===== config.mk =====
export PLATFORM = sky130hd
export DESIGN_NAME = dpram_host
export DESIGN_NICKNAME = d
export VERILOG_FILES = /design/src/pin_sync.v /design/src/dpram_host.v
export VERILOG_INCLUDE_DIRS = /design/src
export SDC_FILE = /design/constraint.sdc
export NUM_CORES = 1
export LEC_CHECK = 0
export ABC_AREA = 1
export CORE_AREA = 3 3 89 91
export DETAILED_ROUTE_END_ITERATION = 10
export DIE_AREA = 0 0 92 94
export DONT_BUFFER_PORTS = 1
export PLACE_DENSITY_LB_ADDON = 0.1
export SLEW_MARGIN = 25
export SYNTH_ARGS = -nofsm -noshare
export SYNTH_HDL_FRONTEND = slang
export SYNTH_SLANG_ARGS = --single-unit
export TNS_END_PERCENT = 100

===== constraint.sdc =====
create_clock -name clk_sys -period 4.07 [get_ports clk_sys]
set_input_delay 0.407 -clock clk_sys [delete_from_list [all_inputs] [get_ports clk_sys]]
set_output_delay 0.407 -clock clk_sys [all_outputs]
set_load 0.005 [all_outputs]

===== src/dpram_host_defines.vh =====
// Pin timing, address map and command codes for the dual-port RAM host
`ifndef DPRAM_HOST_DEFINES_VH
`define DPRAM_HOST_DEFINES_VH

`define CLK_PERIOD_NS      5
`define ADDR_W             14
`define DATA_W             8
`define CNT_W              8

// Pin timing in ns
`define SELECT_TO_DATA_NS  25
`define OE_TO_DATA_NS      13
`define WRITE_PULSE_NS     20
`define DATA_SETUP_NS      15
`define FLOWTHROUGH_NS     50
`define MATCH_TO_FLAG_NS   20
`define SELECT_TO_FLAG_NS  20
`define SEM_RECOVERY_NS    10
`define SEM_WR_TO_RD_NS    10

// Least times, rounded up to whole clock cycles
`define NS2CYC(t)          (((t) + `CLK_PERIOD_NS - 1) / `CLK_PERIOD_NS)
`define SELECT_TO_DATA_CYC `NS2CYC(`SELECT_TO_DATA_NS)
`define OE_TO_DATA_CYC     `NS2CYC(`OE_TO_DATA_NS)
`define WRITE_PULSE_CYC    `NS2CYC(`WRITE_PULSE_NS)
`define DATA_SETUP_CYC     `NS2CYC(`DATA_SETUP_NS)
`define FLOWTHROUGH_CYC    `NS2CYC(`FLOWTHROUGH_NS)
`define MATCH_TO_FLAG_CYC  `NS2CYC(`MATCH_TO_FLAG_NS)
`define SELECT_TO_FLAG_CYC `NS2CYC(`SELECT_TO_FLAG_NS)
`define SEM_RECOVERY_CYC   `NS2CYC(`SEM_RECOVERY_NS)
`define SEM_WR_TO_RD_CYC   `NS2CYC(`SEM_WR_TO_RD_NS)
`define SYNC_LAT_CYC       3

// Mailbox locations
`define MBOX_RIGHT_8K      14'h1FFF
`define MBOX_LEFT_8K       14'h1FFE
`define MBOX_RIGHT_16K     14'h3FFF
`define MBOX_LEFT_16K      14'h3FFE

// Semaphore latch select field
`define SEM_IDX_W          3

// User command codes
`define CMD_READ           3'h0
`define CMD_WRITE          3'h1
`define CMD_SEM_CLAIM      3'h2
`define CMD_SEM_RELEASE    3'h3
`define CMD_SEM_READ       3'h4
`define CMD_MAIL_SEND      3'h5
`define CMD_MAIL_READ      3'h6

`endif


===== src/pin_sync.v =====
// Three-stage pin synchroniser; output changes when stages two and three agree
`timescale 1ns/1ps
module pin_sync #(
	parameter W    = 1,
	parameter INIT = 1'b1
) (
	input  wire         clk_sys,
	input  wire         rst_n,
	input  wire [W-1:0] pin_in,
	output reg  [W-1:0] level_q
);
	reg [W-1:0] s1_q;
	reg [W-1:0] s2_q;
	reg [W-1:0] s3_q;

	// Chain of three, stage one read only by stage two
	always @(posedge clk_sys or negedge rst_n) begin
		if (!rst_n) begin
			s1_q    <= {W{INIT}};
			s2_q    <= {W{INIT}};
			s3_q    <= {W{INIT}};
			level_q <= {W{INIT}};
		end else begin
			s1_q <= pin_in;
			s2_q <= s1_q;
			s3_q <= s2_q;
			if (s2_q == s3_q) begin
				level_q <= s3_q;
			end
		end
	end
endmodule


===== src/dpram_host.v =====
// Host controller driving one port of an asynchronous dual-port RAM
`timescale 1ns/1ps
`include "dpram_host_defines.vh"
module dpram_host (
	input  wire                    clk_sys,
	input  wire                    rst_n,
	input  wire                    port_is_right,
	input  wire                    array_is_16k,
	input  wire                    cmd_valid,
	input  wire [2:0]              cmd_code,
	input  wire [`ADDR_W-1:0]      cmd_addr,
	input  wire [`DATA_W-1:0]      cmd_wdata,
	output reg                     cmd_ready_q,
	output reg                     done_q,
	output reg  [`DATA_W-1:0]      rdata_q,
	output reg                     sem_owned_q,
	output reg                     contention_seen_q,
	output reg                     mail_irq_q,
	output reg                     port_select_n_q,
	output reg                     semaphore_select_n_q,
	output reg                     read_write_n_q,
	output reg                     output_drive_n_q,
	output reg  [`ADDR_W-1:0]      addr_q,
	output reg  [`DATA_W-1:0]      data_out_q,
	output reg                     data_oe_n_q,
	input  wire [`DATA_W-1:0]      data_in,
	input  wire                    contention_n,
	input  wire                    mail_int_n
);
	localparam [2:0] ST_IDLE    = 3'h0;
	localparam [2:0] ST_SETTLE  = 3'h1;
	localparam [2:0] ST_WPULSE  = 3'h2;
	localparam [2:0] ST_WEND    = 3'h3;
	localparam [2:0] ST_READ    = 3'h4;
	localparam [2:0] ST_RECOVER = 3'h5;

	// Sizes a cycle count to the counter width
	function [`CNT_W-1:0] cyc;
		input integer n;
		begin
			cyc = n[`CNT_W-1:0];
		end
	endfunction

	// Larger of two cycle counts
	function [`CNT_W-1:0] cmax;
		input [`CNT_W-1:0] a;
		input [`CNT_W-1:0] b;
		begin
			cmax = (a > b) ? a : b;
		end
	endfunction

	wire [`CNT_W-1:0] flag_settle = cmax(cyc(`MATCH_TO_FLAG_CYC),
		cyc(`SELECT_TO_FLAG_CYC)) + cyc(`SYNC_LAT_CYC);
	wire [`CNT_W-1:0] read_wait = cmax(cyc(`SELECT_TO_DATA_CYC),
		cyc(`OE_TO_DATA_CYC)) + cyc(`SYNC_LAT_CYC);
	wire [`CNT_W-1:0] pulse_wait = cmax(cyc(`WRITE_PULSE_CYC),
		cyc(`DATA_SETUP_CYC));
	wire [`CNT_W-1:0] sem_gap = cmax(cyc(`SEM_RECOVERY_CYC),
		cyc(`SEM_WR_TO_RD_CYC));

	wire               busy_sync_n;
	wire               int_sync_n;
	wire [`DATA_W-1:0] data_sync;

	// Flag pins from the device are asynchronous to clk_sys
	pin_sync #(.W(1), .INIT(1'b1)) u_busy_sync (
		.clk_sys (clk_sys),
		.rst_n   (rst_n),
		.pin_in  (contention_n),
		.level_q (busy_sync_n)
	);
	pin_sync #(.W(1), .INIT(1'b1)) u_int_sync (
		.clk_sys (clk_sys),
		.rst_n   (rst_n),
		.pin_in  (mail_int_n),
		.level_q (int_sync_n)
	);
	pin_sync #(.W(`DATA_W), .INIT(1'b0)) u_data_sync (
		.clk_sys (clk_sys),
		.rst_n   (rst_n),
		.pin_in  (data_in),
		.level_q (data_sync)
	);

	// Mailbox addresses for each port and array size
	wire [`ADDR_W-1:0] own_mbox = array_is_16k ?
		(port_is_right ? `MBOX_RIGHT_16K : `MBOX_LEFT_16K) :
		(port_is_right ? `MBOX_RIGHT_8K : `MBOX_LEFT_8K);
	wire [`ADDR_W-1:0] peer_mbox = array_is_16k ?
		(port_is_right ? `MBOX_LEFT_16K : `MBOX_RIGHT_16K) :
		(port_is_right ? `MBOX_LEFT_8K : `MBOX_RIGHT_8K);

	reg [2:0]         state_q;
	reg [`CNT_W-1:0]  cnt_q;
	reg               is_write_q;
	reg               is_sem_q;
	reg               polling_q;
	reg               contended_q;

	// Command capture, pin sequencing and result reporting
	always @(posedge clk_sys or negedge rst_n) begin
		if (!rst_n) begin
			state_q              <= ST_IDLE;
			cnt_q                <= {`CNT_W{1'b0}};
			is_write_q           <= 1'b0;
			is_sem_q             <= 1'b0;
			polling_q            <= 1'b0;
			contended_q          <= 1'b0;
			cmd_ready_q          <= 1'b1;
			done_q               <= 1'b0;
			rdata_q              <= {`DATA_W{1'b0}};
			sem_owned_q          <= 1'b0;
			contention_seen_q    <= 1'b0;
			mail_irq_q           <= 1'b0;
			port_select_n_q      <= 1'b1;
			semaphore_select_n_q <= 1'b1;
			read_write_n_q       <= 1'b1;
			output_drive_n_q     <= 1'b1;
			addr_q               <= {`ADDR_W{1'b0}};
			data_out_q           <= {`DATA_W{1'b0}};
			data_oe_n_q          <= 1'b1;
		end else begin
			done_q     <= 1'b0;
			mail_irq_q <= ~int_sync_n;
			case (state_q)
			ST_IDLE: begin
				if (cmd_valid && cmd_ready_q) begin
					cmd_ready_q <= 1'b0;
					contended_q <= 1'b0;
					polling_q   <= 1'b0;
					addr_q      <= cmd_addr;
					data_out_q  <= cmd_wdata;
					is_write_q  <= 1'b0;
					is_sem_q    <= 1'b0;
					case (cmd_code)
					`CMD_WRITE: begin
						is_write_q <= 1'b1;
					end
					`CMD_SEM_CLAIM: begin
						is_sem_q   <= 1'b1;
						is_write_q <= 1'b1;
						polling_q  <= 1'b1;
						data_out_q <= {`DATA_W{1'b0}};
					end
					`CMD_SEM_RELEASE: begin
						is_sem_q   <= 1'b1;
						is_write_q <= 1'b1;
						data_out_q <= {{(`DATA_W-1){1'b0}}, 1'b1};
					end
					`CMD_SEM_READ: begin
						is_sem_q <= 1'b1;
					end
					`CMD_MAIL_SEND: begin
						is_write_q <= 1'b1;
						addr_q     <= peer_mbox;
					end
					`CMD_MAIL_READ: begin
						addr_q <= own_mbox;
					end
					default: begin
						is_write_q <= 1'b0;
					end
					endcase
					// Semaphore uses its own select, port select stays high
					if (cmd_code == `CMD_SEM_CLAIM ||
						cmd_code == `CMD_SEM_RELEASE ||
						cmd_code == `CMD_SEM_READ) begin
						semaphore_select_n_q <= 1'b0;
						addr_q <= {{(`ADDR_W-`SEM_IDX_W){1'b0}},
							cmd_addr[`SEM_IDX_W-1:0]};
					end else begin
						port_select_n_q <= 1'b0;
					end
					cnt_q   <= flag_settle;
					state_q <= ST_SETTLE;
				end
			end
			ST_SETTLE: begin
				// Hold off until the contention flag has settled and, for port accesses, cleared
				if (cnt_q != {`CNT_W{1'b0}}) begin
					cnt_q <= cnt_q - 1'b1;
				end else if (!busy_sync_n && !is_sem_q) begin
					contended_q       <= 1'b1;
					contention_seen_q <= 1'b1;
				end else if (is_write_q) begin
					read_write_n_q <= 1'b0;
					data_oe_n_q    <= 1'b0;
					cnt_q          <= pulse_wait;
					state_q        <= ST_WPULSE;
				end else begin
					output_drive_n_q <= 1'b0;
					cnt_q <= contended_q ?
						read_wait + cyc(`FLOWTHROUGH_CYC) : read_wait;
					state_q <= ST_READ;
				end
			end
			ST_WPULSE: begin
				if (cnt_q > {{(`CNT_W-1){1'b0}}, 1'b1}) begin
					cnt_q <= cnt_q - 1'b1;
				end else begin
					read_write_n_q <= 1'b1;
					state_q        <= ST_WEND;
				end
			end
			ST_WEND: begin
				// Data held one cycle past the rising write edge
				data_oe_n_q          <= 1'b1;
				port_select_n_q      <= 1'b1;
				semaphore_select_n_q <= 1'b1;
				cnt_q                <= sem_gap;
				state_q              <= ST_RECOVER;
				if (is_sem_q && !polling_q) begin
					sem_owned_q <= 1'b0;
				end
			end
			ST_READ: begin
				if (cnt_q != {`CNT_W{1'b0}}) begin
					cnt_q <= cnt_q - 1'b1;
				end else begin
					output_drive_n_q     <= 1'b1;
					port_select_n_q      <= 1'b1;
					semaphore_select_n_q <= 1'b1;
					rdata_q              <= data_sync;
					if (is_sem_q) begin
						sem_owned_q <= ~data_sync[0];
					end
					if (polling_q && data_sync[0]) begin
						cnt_q   <= sem_gap;
						state_q <= ST_RECOVER;
					end else begin
						polling_q   <= 1'b0;
						done_q      <= 1'b1;
						cmd_ready_q <= 1'b1;
						state_q     <= ST_IDLE;
					end
				end
			end
			ST_RECOVER: begin
				// Selects held high before the read back or next command
				if (cnt_q != {`CNT_W{1'b0}}) begin
					cnt_q <= cnt_q - 1'b1;
				end else if (polling_q) begin
					is_write_q           <= 1'b0;
					semaphore_select_n_q <= 1'b0;
					cnt_q                <= flag_settle;
					state_q              <= ST_SETTLE;
				end else begin
					done_q      <= 1'b1;
					cmd_ready_q <= 1'b1;
					state_q     <= ST_IDLE;
				end
			end
			default: begin
				state_q <= ST_IDLE;
			end
			endcase
		end
	end
endmodule


==> impl_metrics.json, run 1 <==
{
  "root_buffer": "clkbuf_8",
  "final_util_pct": 61.1,
  "yosys-top-cells-area": "dfrtp_1, nand2_1, dfstp_2",
  "synth_most_common_cell": "nand2_1",
  "cts_resized": 0,
  "finalMaxSlewViolations": 0,
  "worstSetupPathType": "reg2reg",
  "start_kind": "flop",
  "ys_seq_area_share_pct": 58.5,
  "hold_viol": 0,
  "grt_usage_pct": 19.7,
  "synth_ff_type": "dfrtp_1",
  "drt-wirelength-per-cell_um": 14.4,
  "clk_latency_ns": 0.36,
  "avgSynthCellArea_um2": 9.59,
  "synth_cell_types": 37,
  "fin_crit_ns": 2.07,
  "detailedRoute.firstIterationViolations": 117,
  "drive_gt1_share_pct": 14.8,
  "r2r_slack_ns": 2.00,
  "synth_cells": 427,
  "synth_top_area_cell": "dfrtp_1",
  "period_share_pct": 50.8,
  "ys_ff_latch": 95,
  "dp_hpwl_mm": 5.64,
  "drtAntennaViolNets": 0,
  "crit_arrival_ns": 2.35,
  "grt_pass1_wl_mm": 13.4,
  "grt_overflow_total": 0,
  "finalSetupViolCount": 0,
  "synth_top_cell_area_share_pct": 49.5,
  "dieArea_um2": 8650,
  "placed_cell_area_um2": 4170,
  "drt_wl_total_mm": 7.74,
  "core_area_um2": 7210,
  "rsz0062_at_grt": "no",
  "max_slew.worst_pin.slew_ns": 0.661,
  "syn_area_um2": 4090,
  "timing.final.ws_setup_ns": 2.00,
  "fillerInstances": 642,
  "fin_area_um2": 4410,
  "place_inst": 519,
  "areaGrowthSynthToFinish_pct": 7.70,
  "die_x_um": 92,
  "max_freq_ghz": 0.484,
  "drc": 0,
  "initial_core_util_pct": 56.7,
  "diodes": 0,
  "cts_sinks": 95,
  "synth.cells.most_frequent": "nand2_1, dfrtp_1, inv_1",
  "power.density_nw_per_um2": 725,
  "drt-pass1-iter-count": 4,
  "fin_setup_tns_ns": 0,
  "clk_pin_slew_ns": 0.10,
  "gp_congestion": 0.896,
  "total_power_mw": 3.20,
  "pre_cts_slack_ns": 2.00,
  "synth_edf_count": 0,
  "worst_clock_skew_ns": 0.0155,
  "hold_class": "in2reg",
  "num-nets-final": 476,
  "fp-row-count": 31,
  "whs_ns": 0.0368,
  "cp.required_ns": 4.35,
  "cts_tree": "built",
  "cap_violations": 0,
  "power_leakage_nw": 2.24,
  "ir_worst_vdd_v": 0.000359,
  "port-buffer-count": 0,
  "synth_nets": 470,
  "clockBufferDepth": 2,
  "grt_pass1_vias": 2831,
  "dr_total_vias": 2802,
  "ys_async_sr_fraction_pct": 100,
  "status": "finished clean",
  "crit_fanout": 31,
  "vias_per_cell": 5.22,
  "grt_max_degree": 96,
  "htree_levels": 3,
  "slew_headroom_pct": 55.8,
  "antenna_found_initial": 0,
  "cts_made_buffers": 9,
  "die_h_um": 94,
  "end_kind": "flop",
  "yosys_warnings": 0,
  "stdcell_count": 537,
  "io_pins": 80
}
metal layers:
| metal | up-vias | wire length, µm | global-route usage [%] |
|---|---|---|---|
| met3 | 10 | 578 | 6.97 |
| met4 | 0 | 99 | 7.05 |
| li1 | 1383 | - | - |
| met5 | - | 0 | 0 |
| met1 | 1312 | 3610 | 26.3 |
| met2 | 97 | 3450 | 29.8 |
cells by family (layout without fill, tap and decap cells):
| logic type | count (synthesis) | count (layout) | synth area share [%] |
|---|---|---|---|
| fa+ha+maj | 5 | 5 | 1.41 |
| compound gates | 63 | 63 | 8.99 |
| simple gates | 188 | 188 | 20.0 |
| mux | 9 | 9 | 2.96 |
| flops | 95 | 95 | 58.5 |
| xor+xnor | 12 | 12 | 2.57 |
| buf+inv | 55 | 66 | 5.59 |
where the power goes:
group	switching (mW)	leakage, nW	internal (mW)
combinational	0.745	0.982	0.409
sequential	0.225	1.17	1.23
clock	0.341	0.0978	0.252
critical path: stages, from the launching register on:
cell,delay (ns)
dfrtp_1,0.48
nor2_4,0.17
nand2_2,0.11
inv_2,0.07
nand2_1,0.05
buf_4,0.22
nor2_1,0.55
o21ai_0,0.18
o21ai_1,0.14
area by class of cell:
cell class / instances / area, µm² / area share [%]
inverter: 47 / 176 / 4.00
tap: 99 / 124 / 2.81
clock inverter: 6 / 61.3 / 1.39
multi-input combinational: 277 / 1470 / 33.3
timing repair buffer: 3 / 45.0 / 1.02
clock buffer: 10 / 138 / 3.12
sequential: 95 / 2390 / 54.3
placed cells by master (no fill, tap or decap), drive strengths merged:
cell and count:
maj3 2, inv 48, clkbuf 10, dlygate4sd3 1
nand4 7, nor3 1, xnor2 9, a21oi 10
nor2 37, or2 2, buf 2, a22o 7
clkinv 4, mux2i 2, mux2 7, o21ai 38
xor2 3, dfrtp 81, o211ai 2, ha 3
o31ai 2, o21bai 1, dfstp 14, nand2 118
nand3 23, a31oi 1, a21o 1, clkinvlp 1
a21boi 1
flip-flops by register name (all words and copies together), names as in the netlist, 3 cells and up:
register             flops
addr_q                  14
cnt_q                    8
data_out_q               8
rdata_q                  8
state_q                  3
u_data_sync.level_q      8
u_data_sync.s1_q         8
u_data_sync.s2_q         8
u_data_sync.s3_q         8
worst paths after layout:
| path | start | to | cells past startpoint |
|---|---|---|---|
| min reg2reg | u_data_sync.s1_q[0] | u_data_sync.s2_q[0] | 0 |
| max | state_q[0] | addr_q[13] | 8 |
| max in group asynchronous | rst_n | read_write_n_q | 2 |
| max reg2reg | state_q[0] | addr_q[13] | 8 |
| min | mail_int_n | u_int_sync.s1_q | 0 |
| min in group asynchronous | rst_n | rdata_q[7] | 2 |
timing repair:
item / in CTS / in global routing
endpoints found under the hold margin: 95 / 0
buffers inserted: 0 / 0
hold buffers: 2 / 0
(Power assumes the default switching activity.)
==> inputs of run 2 (changes only) <==
--- a/config.mk
+++ b/config.mk
@@ -6,10 +6,10 @@
 export SDC_FILE = /design/constraint.sdc
 export NUM_CORES = 1
 export LEC_CHECK = 0
-export ABC_AREA = 1
-export CORE_AREA = 3 3 89 91
+export ABC_AREA = 0
+export CORE_AREA = 3 3 88 90
 export DETAILED_ROUTE_END_ITERATION = 10
-export DIE_AREA = 0 0 92 94
+export DIE_AREA = 0 0 91 93
 export DONT_BUFFER_PORTS = 1
 export PLACE_DENSITY_LB_ADDON = 0.1
 export SLEW_MARGIN = 25
==> constraint.sdc (replaced) <==
create_clock -name clk_sys -period 2 [get_ports clk_sys]
set_input_delay 0.2 -clock clk_sys [delete_from_list [all_inputs] [get_ports clk_sys]]
set_output_delay 0.2 -clock clk_sys [all_outputs]
set_load 0.005 [all_outputs]
==> impl_metrics.json, run 2 <==
{
  "core_area_um2": 7140,
  "largest_reg_flops": 14,
  "synth_nets": 431,
  "fin_crit_ns": 1.91,
  "yosys_warnings": 0,
  "synth_top_area_cell": "dfrtp_1",
  "period_share_pct": 95.4,
  "gp_congestion": 0.930,
  "mostFrequentLayoutCell": "dfrtp_1",
  "vias_per_cell": 5.59,
  "status": "finished, violations left",
  "synthSimpleGateAreaFrac_pct": 18.1,
  "end_kind": "flop",
  "die_h_um": 93,
  "clk_latency_ns": 0.35,
  "synth_top_cell_area_share_pct": 49.6,
  "grt_overflow_total": 0,
  "grt_max_degree": 96,
  "synth_cells": 388,
  "clockBufferDepth": 2,
  "cts_made_buffers": 9,
  "cp.required_ns": 2.24,
  "htree_levels": 3,
  "initial_core_util_pct": 57.2,
  "synth_compound_area_share_pct": 13.7,
  "total_power_mw": 3.30,
  "die_x_um": 91,
  "synth-xor-area-share_pct": 2.15,
  "reg2reg_to": "cnt_q[1]",
  "synthAdderAreaFrac_pct": 1.41,
  "root_buffer": "clkbuf_8",
  "synth_edf_count": 0,
  "dr_total_vias": 3046,
  "grt_usage_pct": 22.9,
  "finalSetupViolCount": 0,
  "multi_input_area_um2": 1600,
  "areaGrowthSynthToFinish_pct": 18.5,
  "path_buf_inv": 0,
  "fp-row-count": 31,
  "io_pins": 80,
  "pre_cts_slack_ns": 0.0592,
  "muxShareOfSynthArea_pct": 3.31,
  "finalMaxSlewViolations": 0,
  "timing.final.ws_setup_ns": 0.0916,
  "ff2ff_path_depth": 5,
  "crit_fanout": 6,
  "dp_hpwl_mm": 6.34,
  "antenna_found_initial": 0,
  "drtAntennaViolNets": 0,
  "cap_violations": 0,
  "r2r_slack_ns": 0.09,
  "grt_pass1_wl_mm": 15.4,
  "whs_ns": -0.466,
  "fillerInstances": 584,
  "drt-pass1-iter-count": 4,
  "start_kind": "flop",
  "regMostFlops": "addr_q",
  "rsz0062_at_grt": "no",
  "hold_viol": 95,
  "crit_arrival_ns": 2.15,
  "fin_area_um2": 4840,
  "drt_wl_total_mm": 9.08,
  "detailedRoute.firstIterationViolations": 129,
  "drive_gt1_share_pct": 20.6,
  "cts_hold_buf": 21,
  "dieArea_um2": 8460,
  "crit_chain": "or4_4 -> nor3_4 -> a41oi_4 -> and2_4 -> mux2_4",
  "power_leakage_nw": 2.22,
  "synth_top_family_by_area": "simple AND/OR/NAND/NOR gates",
  "yosys-top-cells-area": "dfrtp_1, dfstp_2, nand2_1",
  "ys_async_sr_fraction_pct": 100,
  "synth_cell_types": 57,
  "critical-path-top-delay-family": "simple AND/OR/NAND/NOR gates",
  "diodes": 0,
  "worst_clock_skew_ns": 0.00820,
  "cts_sinks": 95,
  "syn_area_um2": 4080,
  "avgSynthCellArea_um2": 10.5,
  "placed_cell_area_um2": 4420,
  "grt_pass1_vias": 3138,
  "final_cell_mix": "dfrtp_1, nand2_1, buf_4, nor2_1, o21ai_0",
  "slew_headroom_pct": 71.2,
  "max_freq_ghz": 0.524,
  "clk_pin_slew_ns": 0.09,
  "ff_latch_area_um2": 2400,
  "synth_most_common_cell": "dfrtp_1",
  "ys_seq_area_share_pct": 58.7,
  "hold_class": "in2async",
  "ir_worst_vdd_v": 0.000527,
  "port-buffer-count": 0,
  "ys_ff_latch": 95,
  "cp_slowest_stage_delay_ns": 0.57,
  "num-nets-final": 484,
  "drt-wirelength-per-cell_um": 16.7,
  "critical_path_depth": 5,
  "cts_tree": "built",
  "drc": 0,
  "worstSetupPathType": "reg2reg",
  "violations": "hold timing",
  "synth_ff_type": "dfrtp_1",
  "final_util_pct": 67.8,
  "critPathSlowestCell": "or4_4",
  "power.density_nw_per_um2": 683,
  "synth.cells.most_frequent": "dfrtp_1, nand2_1, nor2_1",
  "reg2reg_from": "cnt_q[6]",
  "max_slew.worst_pin.slew_ns": 0.431
}
[run 2: logic make-up after synthesis]
family	after synthesis
mux	12
buf+inv	27
fa+ha+maj	5
compound gates	81
simple gates	158
xor+xnor	10
flops	95
[run 2: timing repair]
action	4_1_cts	5_1_grt
gates resized for setup	0	7
hold endpoints to repair	115	95
setup buffers	0	0
setup endpoints to repair	0	21
[run 2: final cells by class]
type	instances	area share (%)
inverter	10	0.776
timing repair buffer	59	10.2
tap	99	2.56
clock buffer	10	2.64
clock inverter	6	1.09
sequential	95	49.5
multi-input combinational	266	33.2
[run 2: worst max-delay path by stage]
stage	endpoint	slack [ns]	start
detailed placement	state_q[0]	0.06	state_q[0]
global route	state_q[1]	0.009	cnt_q[3]
CTS	cnt_q[3]	0.03	state_q[0]
global placement	cnt_q[1]	0.1	cnt_q[6]
floorplan	cnt_q[1]	-0.03	cnt_q[4]
finish	cnt_q[1]	0.09	cnt_q[6]
[run 2: layer usage]
metal | routed length [µm] | vias to the layer above | share of wire, % | global-route usage [%]
met5 | 0 | - | 0 | 0
met4 | 212 | 0 | 2.3 | 8.54
met3 | 571 | 17 | 6.3 | 5.79
met2 | 4220 | 95 | 46 | 36.3
met1 | 4080 | 1479 | 45 | 30.7
li1 | - | 1455 | - | -
[run 2: worst reg2reg max path, cell delays in order (launching register included)]
cell,delay [ns]
dfrtp_1,0.41
or4_4,0.57
nor3_4,0.20
a41oi_4,0.13
and2_4,0.19
mux2_4,0.30
[run 2: report_power, final]
group | switching, mW | leakage (nW) | internal [mW]
sequential | 0.0330 | 1.20 | 1.99
clock | 0.700 | 0.0850 | 0.470
combinational | 0.0425 | 0.939 | 0.0704
[run 2: per-stage QoR]
step                      setup TNS [ns]  cells
after floorplan                  -0.0332    388
after global placement                 0    508
after detailed placement               0    508
after CTS                              0    545
after global routing                   0    545
final                                  0    545
==> inputs of run 3 (changes only) <==
--- a/config.mk
+++ b/config.mk
@@ -7,13 +7,14 @@
 export NUM_CORES = 1
 export LEC_CHECK = 0
 export ABC_AREA = 0
-export CORE_AREA = 3 3 88 90
+export CORE_AREA = 3 3 122 124
 export DETAILED_ROUTE_END_ITERATION = 10
-export DIE_AREA = 0 0 91 93
+export DIE_AREA = 0 0 125 127
 export DONT_BUFFER_PORTS = 1
 export PLACE_DENSITY_LB_ADDON = 0.1
 export SLEW_MARGIN = 25
 export SYNTH_ARGS = -nofsm -noshare
 export SYNTH_HDL_FRONTEND = slang
+export SYNTH_HIERARCHICAL = 1
 export SYNTH_SLANG_ARGS = --single-unit
 export TNS_END_PERCENT = 100
==> impl_metrics.json, run 3 <==
{
  "synthSimpleGateAreaFrac_pct": 14.6,
  "mostFrequentLayoutCell": "dfrtp_1",
  "clockBufferDepth": 2,
  "drive_gt1_share_pct": 30.5,
  "path_buf_inv": 4,
  "drc": 0,
  "worst_clock_skew_ns": 0.00748,
  "cts_hold_buf": 21,
  "die_x_um": 125,
  "crit_chain": "inv_2 -> buf_4 -> ha_4 -> or2_4 -> a41oi_4 -> o211ai_4 -> buf_4 -> buf_4 -> a21oi_2 -> o22ai_1",
  "htree_levels": 3,
  "synth_cell_types": 63,
  "num-nets-final": 484,
  "yosys_warnings": 6,
  "end_kind": "flop",
  "drtAntennaViolNets": 0,
  "critical_path_depth": 10,
  "busiest_layer": "met2",
  "ir_worst_vdd_v": 0.000534,
  "regMostFlops": "addr_q",
  "fp-row-count": 43,
  "critPathSlowestCell": "dfrtp_1",
  "cts_sinks": 95,
  "fillerInstances": 1397,
  "synth_top_area_cell": "dfrtp_1",
  "synth_compound_area_share_pct": 15.8,
  "root_buffer": "clkbuf_16",
  "clk_pin_slew_ns": 0.07,
  "use_met1_pct": 16.6,
  "antenna_found_initial": 0,
  "cp_slowest_stage_delay_ns": 0.36,
  "pre_cts_slack_ns": -0.0761,
  "synthAdderAreaFrac_pct": 1.45,
  "met3_usage_pct": 3.51,
  "synth_top_cell_area_share_pct": 48.8,
  "critical-path-top-delay-family": "compound AO/OA/AOI/OAI gates",
  "grtUsageMet2_pct": 22.6,
  "muxShareOfSynthArea_pct": 4.58,
  "clk_latency_ns": 0.34,
  "dieArea_um2": 15900,
  "detailedRoute.firstIterationViolations": 132,
  "fin_setup_tns_ns": 0,
  "drt-wirelength-per-cell_um": 16.7,
  "syn_area_um2": 4150,
  "max_slew.worst_pin.slew_ns": 0.487,
  "power_leakage_nw": 2.38,
  "drt_wl_total_mm": 10.5,
  "avgSynthCellArea_um2": 11.1,
  "synth_most_common_cell": "dfrtp_1",
  "grt_pass1_vias": 3120,
  "synth_edf_count": 0,
  "ys_async_sr_fraction_pct": 100,
  "synth.cells.most_frequent": "dfrtp_1, nand2_1, o21ai_0",
  "grt_max_degree": 96,
  "crit_arrival_ns": 2.17,
  "finalMaxSlewViolations": 0,
  "diodes": 0,
  "crit_fanout": 6,
  "dp_hpwl_mm": 7.24,
  "place_inst": 579,
  "io_pins": 80,
  "grt_usage_pct": 13.3,
  "areaGrowthSynthToFinish_pct": 28.2,
  "core_area_um2": 13900,
  "cts_tree": "built",
  "worstSetupPathType": "reg2reg",
  "power.density_nw_per_um2": 743,
  "cts_made_buffers": 9,
  "final_cell_mix": "dfrtp_1, buf_4, nand2_1, o21ai_0, dlygate4sd3_1",
  "ff2ff_path_depth": 10,
  "synth-xor-area-share_pct": 2.32,
  "die_h_um": 127,
  "gp_congestion": 0.844,
  "grt_pass1_wl_mm": 16.8,
  "period_share_pct": 96.8,
  "synth_ff_type": "dfrtp_1",
  "violations": "hold timing",
  "port-buffer-count": 0,
  "cp.required_ns": 2.23,
  "status": "finished, violations left",
  "slew_headroom_pct": 67.5,
  "rsz0062_at_grt": "yes",
  "fin_crit_ns": 1.94,
  "ys_ff_latch": 95,
  "finalSetupViolCount": 0,
  "hold_class": "in2async",
  "ys_seq_area_share_pct": 57.7,
  "total_power_mw": 3.96,
  "synth_cells": 373,
  "stdcell_count": 626,
  "hold_viol": 95,
  "timing.final.ws_setup_ns": 0.0647,
  "vias_per_cell": 4.95,
  "cap_violations": 0,
  "crit_path_frequent_cell": "buf_4",
  "dr_total_vias": 3096,
  "max_freq_ghz": 0.517,
  "largest_reg_flops": 14,
  "synth_nets": 416,
  "grt_overflow_total": 0,
  "yosys-top-cells-area": "dfrtp_1, dfstp_2, mux2_2",
  "start_kind": "flop",
  "whs_ns": -0.455,
  "initial_core_util_pct": 29.9,
  "synth_top_family_by_area": "compound AO/OA/AOI/OAI gates",
  "drt-pass1-iter-count": 4
}
run 3: changes by cell type after synthesis, sizes merged, moves of 5 or more:
| cell | delta |
|---|---|
| a21oi | +10 |
| buf | +6 |
| o21ai | +10 |
| inv | +5 |
| clkbuf | -6 |
| nand2 | -22 |
| nor2 | -14 |
| mux2 | +7 |
run 3: path summary, 6_finish.rpt:
kind	slack [ns]	from	endpoint
worst max-delay path	0.06	cnt_q[1]	cnt_q[3]
worst min-delay path	-0.45	rst_n	cnt_q[3]
worst max register to register	0.06	cnt_q[1]	cnt_q[3]
worst min register to register	0.35	u_int_sync/s1_q	u_int_sync/s2_q
max in group asynchronous	2.15	rst_n	read_write_n_q
min in group clk_sys	0.07	cmd_code[2]	data_out_q[0]
run 3: cell families after synthesis:
| kind of cell | count (synthesis) |
|---|---|
| XOR/XNOR | 11 |
| AND/OR/NAND/NOR | 115 |
| buffers and inverters | 32 |
| multiplexers | 17 |
| flip-flops | 95 |
| AO/OA/AOI/OAI | 98 |
| adder cells (fa/ha/maj) | 5 |
run 3: cell type report:
class | count | area, µm² | area share (%)
clock inverter | 6 | 77.6 | 1.46
tap | 180 | 225 | 4.23
timing repair buffer | 73 | 612 | 11.5
inverter | 15 | 56.3 | 1.06
clock buffer | 10 | 239 | 4.49
sequential | 95 | 2400 | 45.0
multi-input combinational | 247 | 1720 | 32.3
run 3: power breakdown:
group | internal [mW] | switching, mW | total [mW]
logic | 0.0757 | 0.0520 | 0.128
registers | 1.99 | 0.0331 | 2.02
clock network | 1.03 | 0.782 | 1.81
total | 3.09 | 0.867 | 3.96
run 3: through the flow:
stage          cell area [µm²]  util, %  hold slack [ns]
3_3_place_gp              4610     33.2          -0.0911
5_1_grt                   5330     38.4           -0.479
6_report                  5330     38.4           -0.455
4_1_cts                   5230     37.7           -0.474
3_5_place_dp              4610     33.2          -0.0905
2_1_floorplan             4150        -          -0.0956
run 3: layer usage:
| metal | wire length, µm | vias to the layer above |
|---|---|---|
| met3 | 471 | 14 |
| met4 | 150 | 0 |
| met2 | 5330 | 64 |
| met5 | 0 | - |
| met1 | 4520 | 1547 |
| li1 | - | 1471 |
run 3: timing repair:
action                                 CTS  global route
setup endpoints to repair                7            23
resized for setup                       11            19
setup buffers                            4             4
cloned                                   1             1
endpoints found under the hold margin  116            95
pin swaps                                6             5
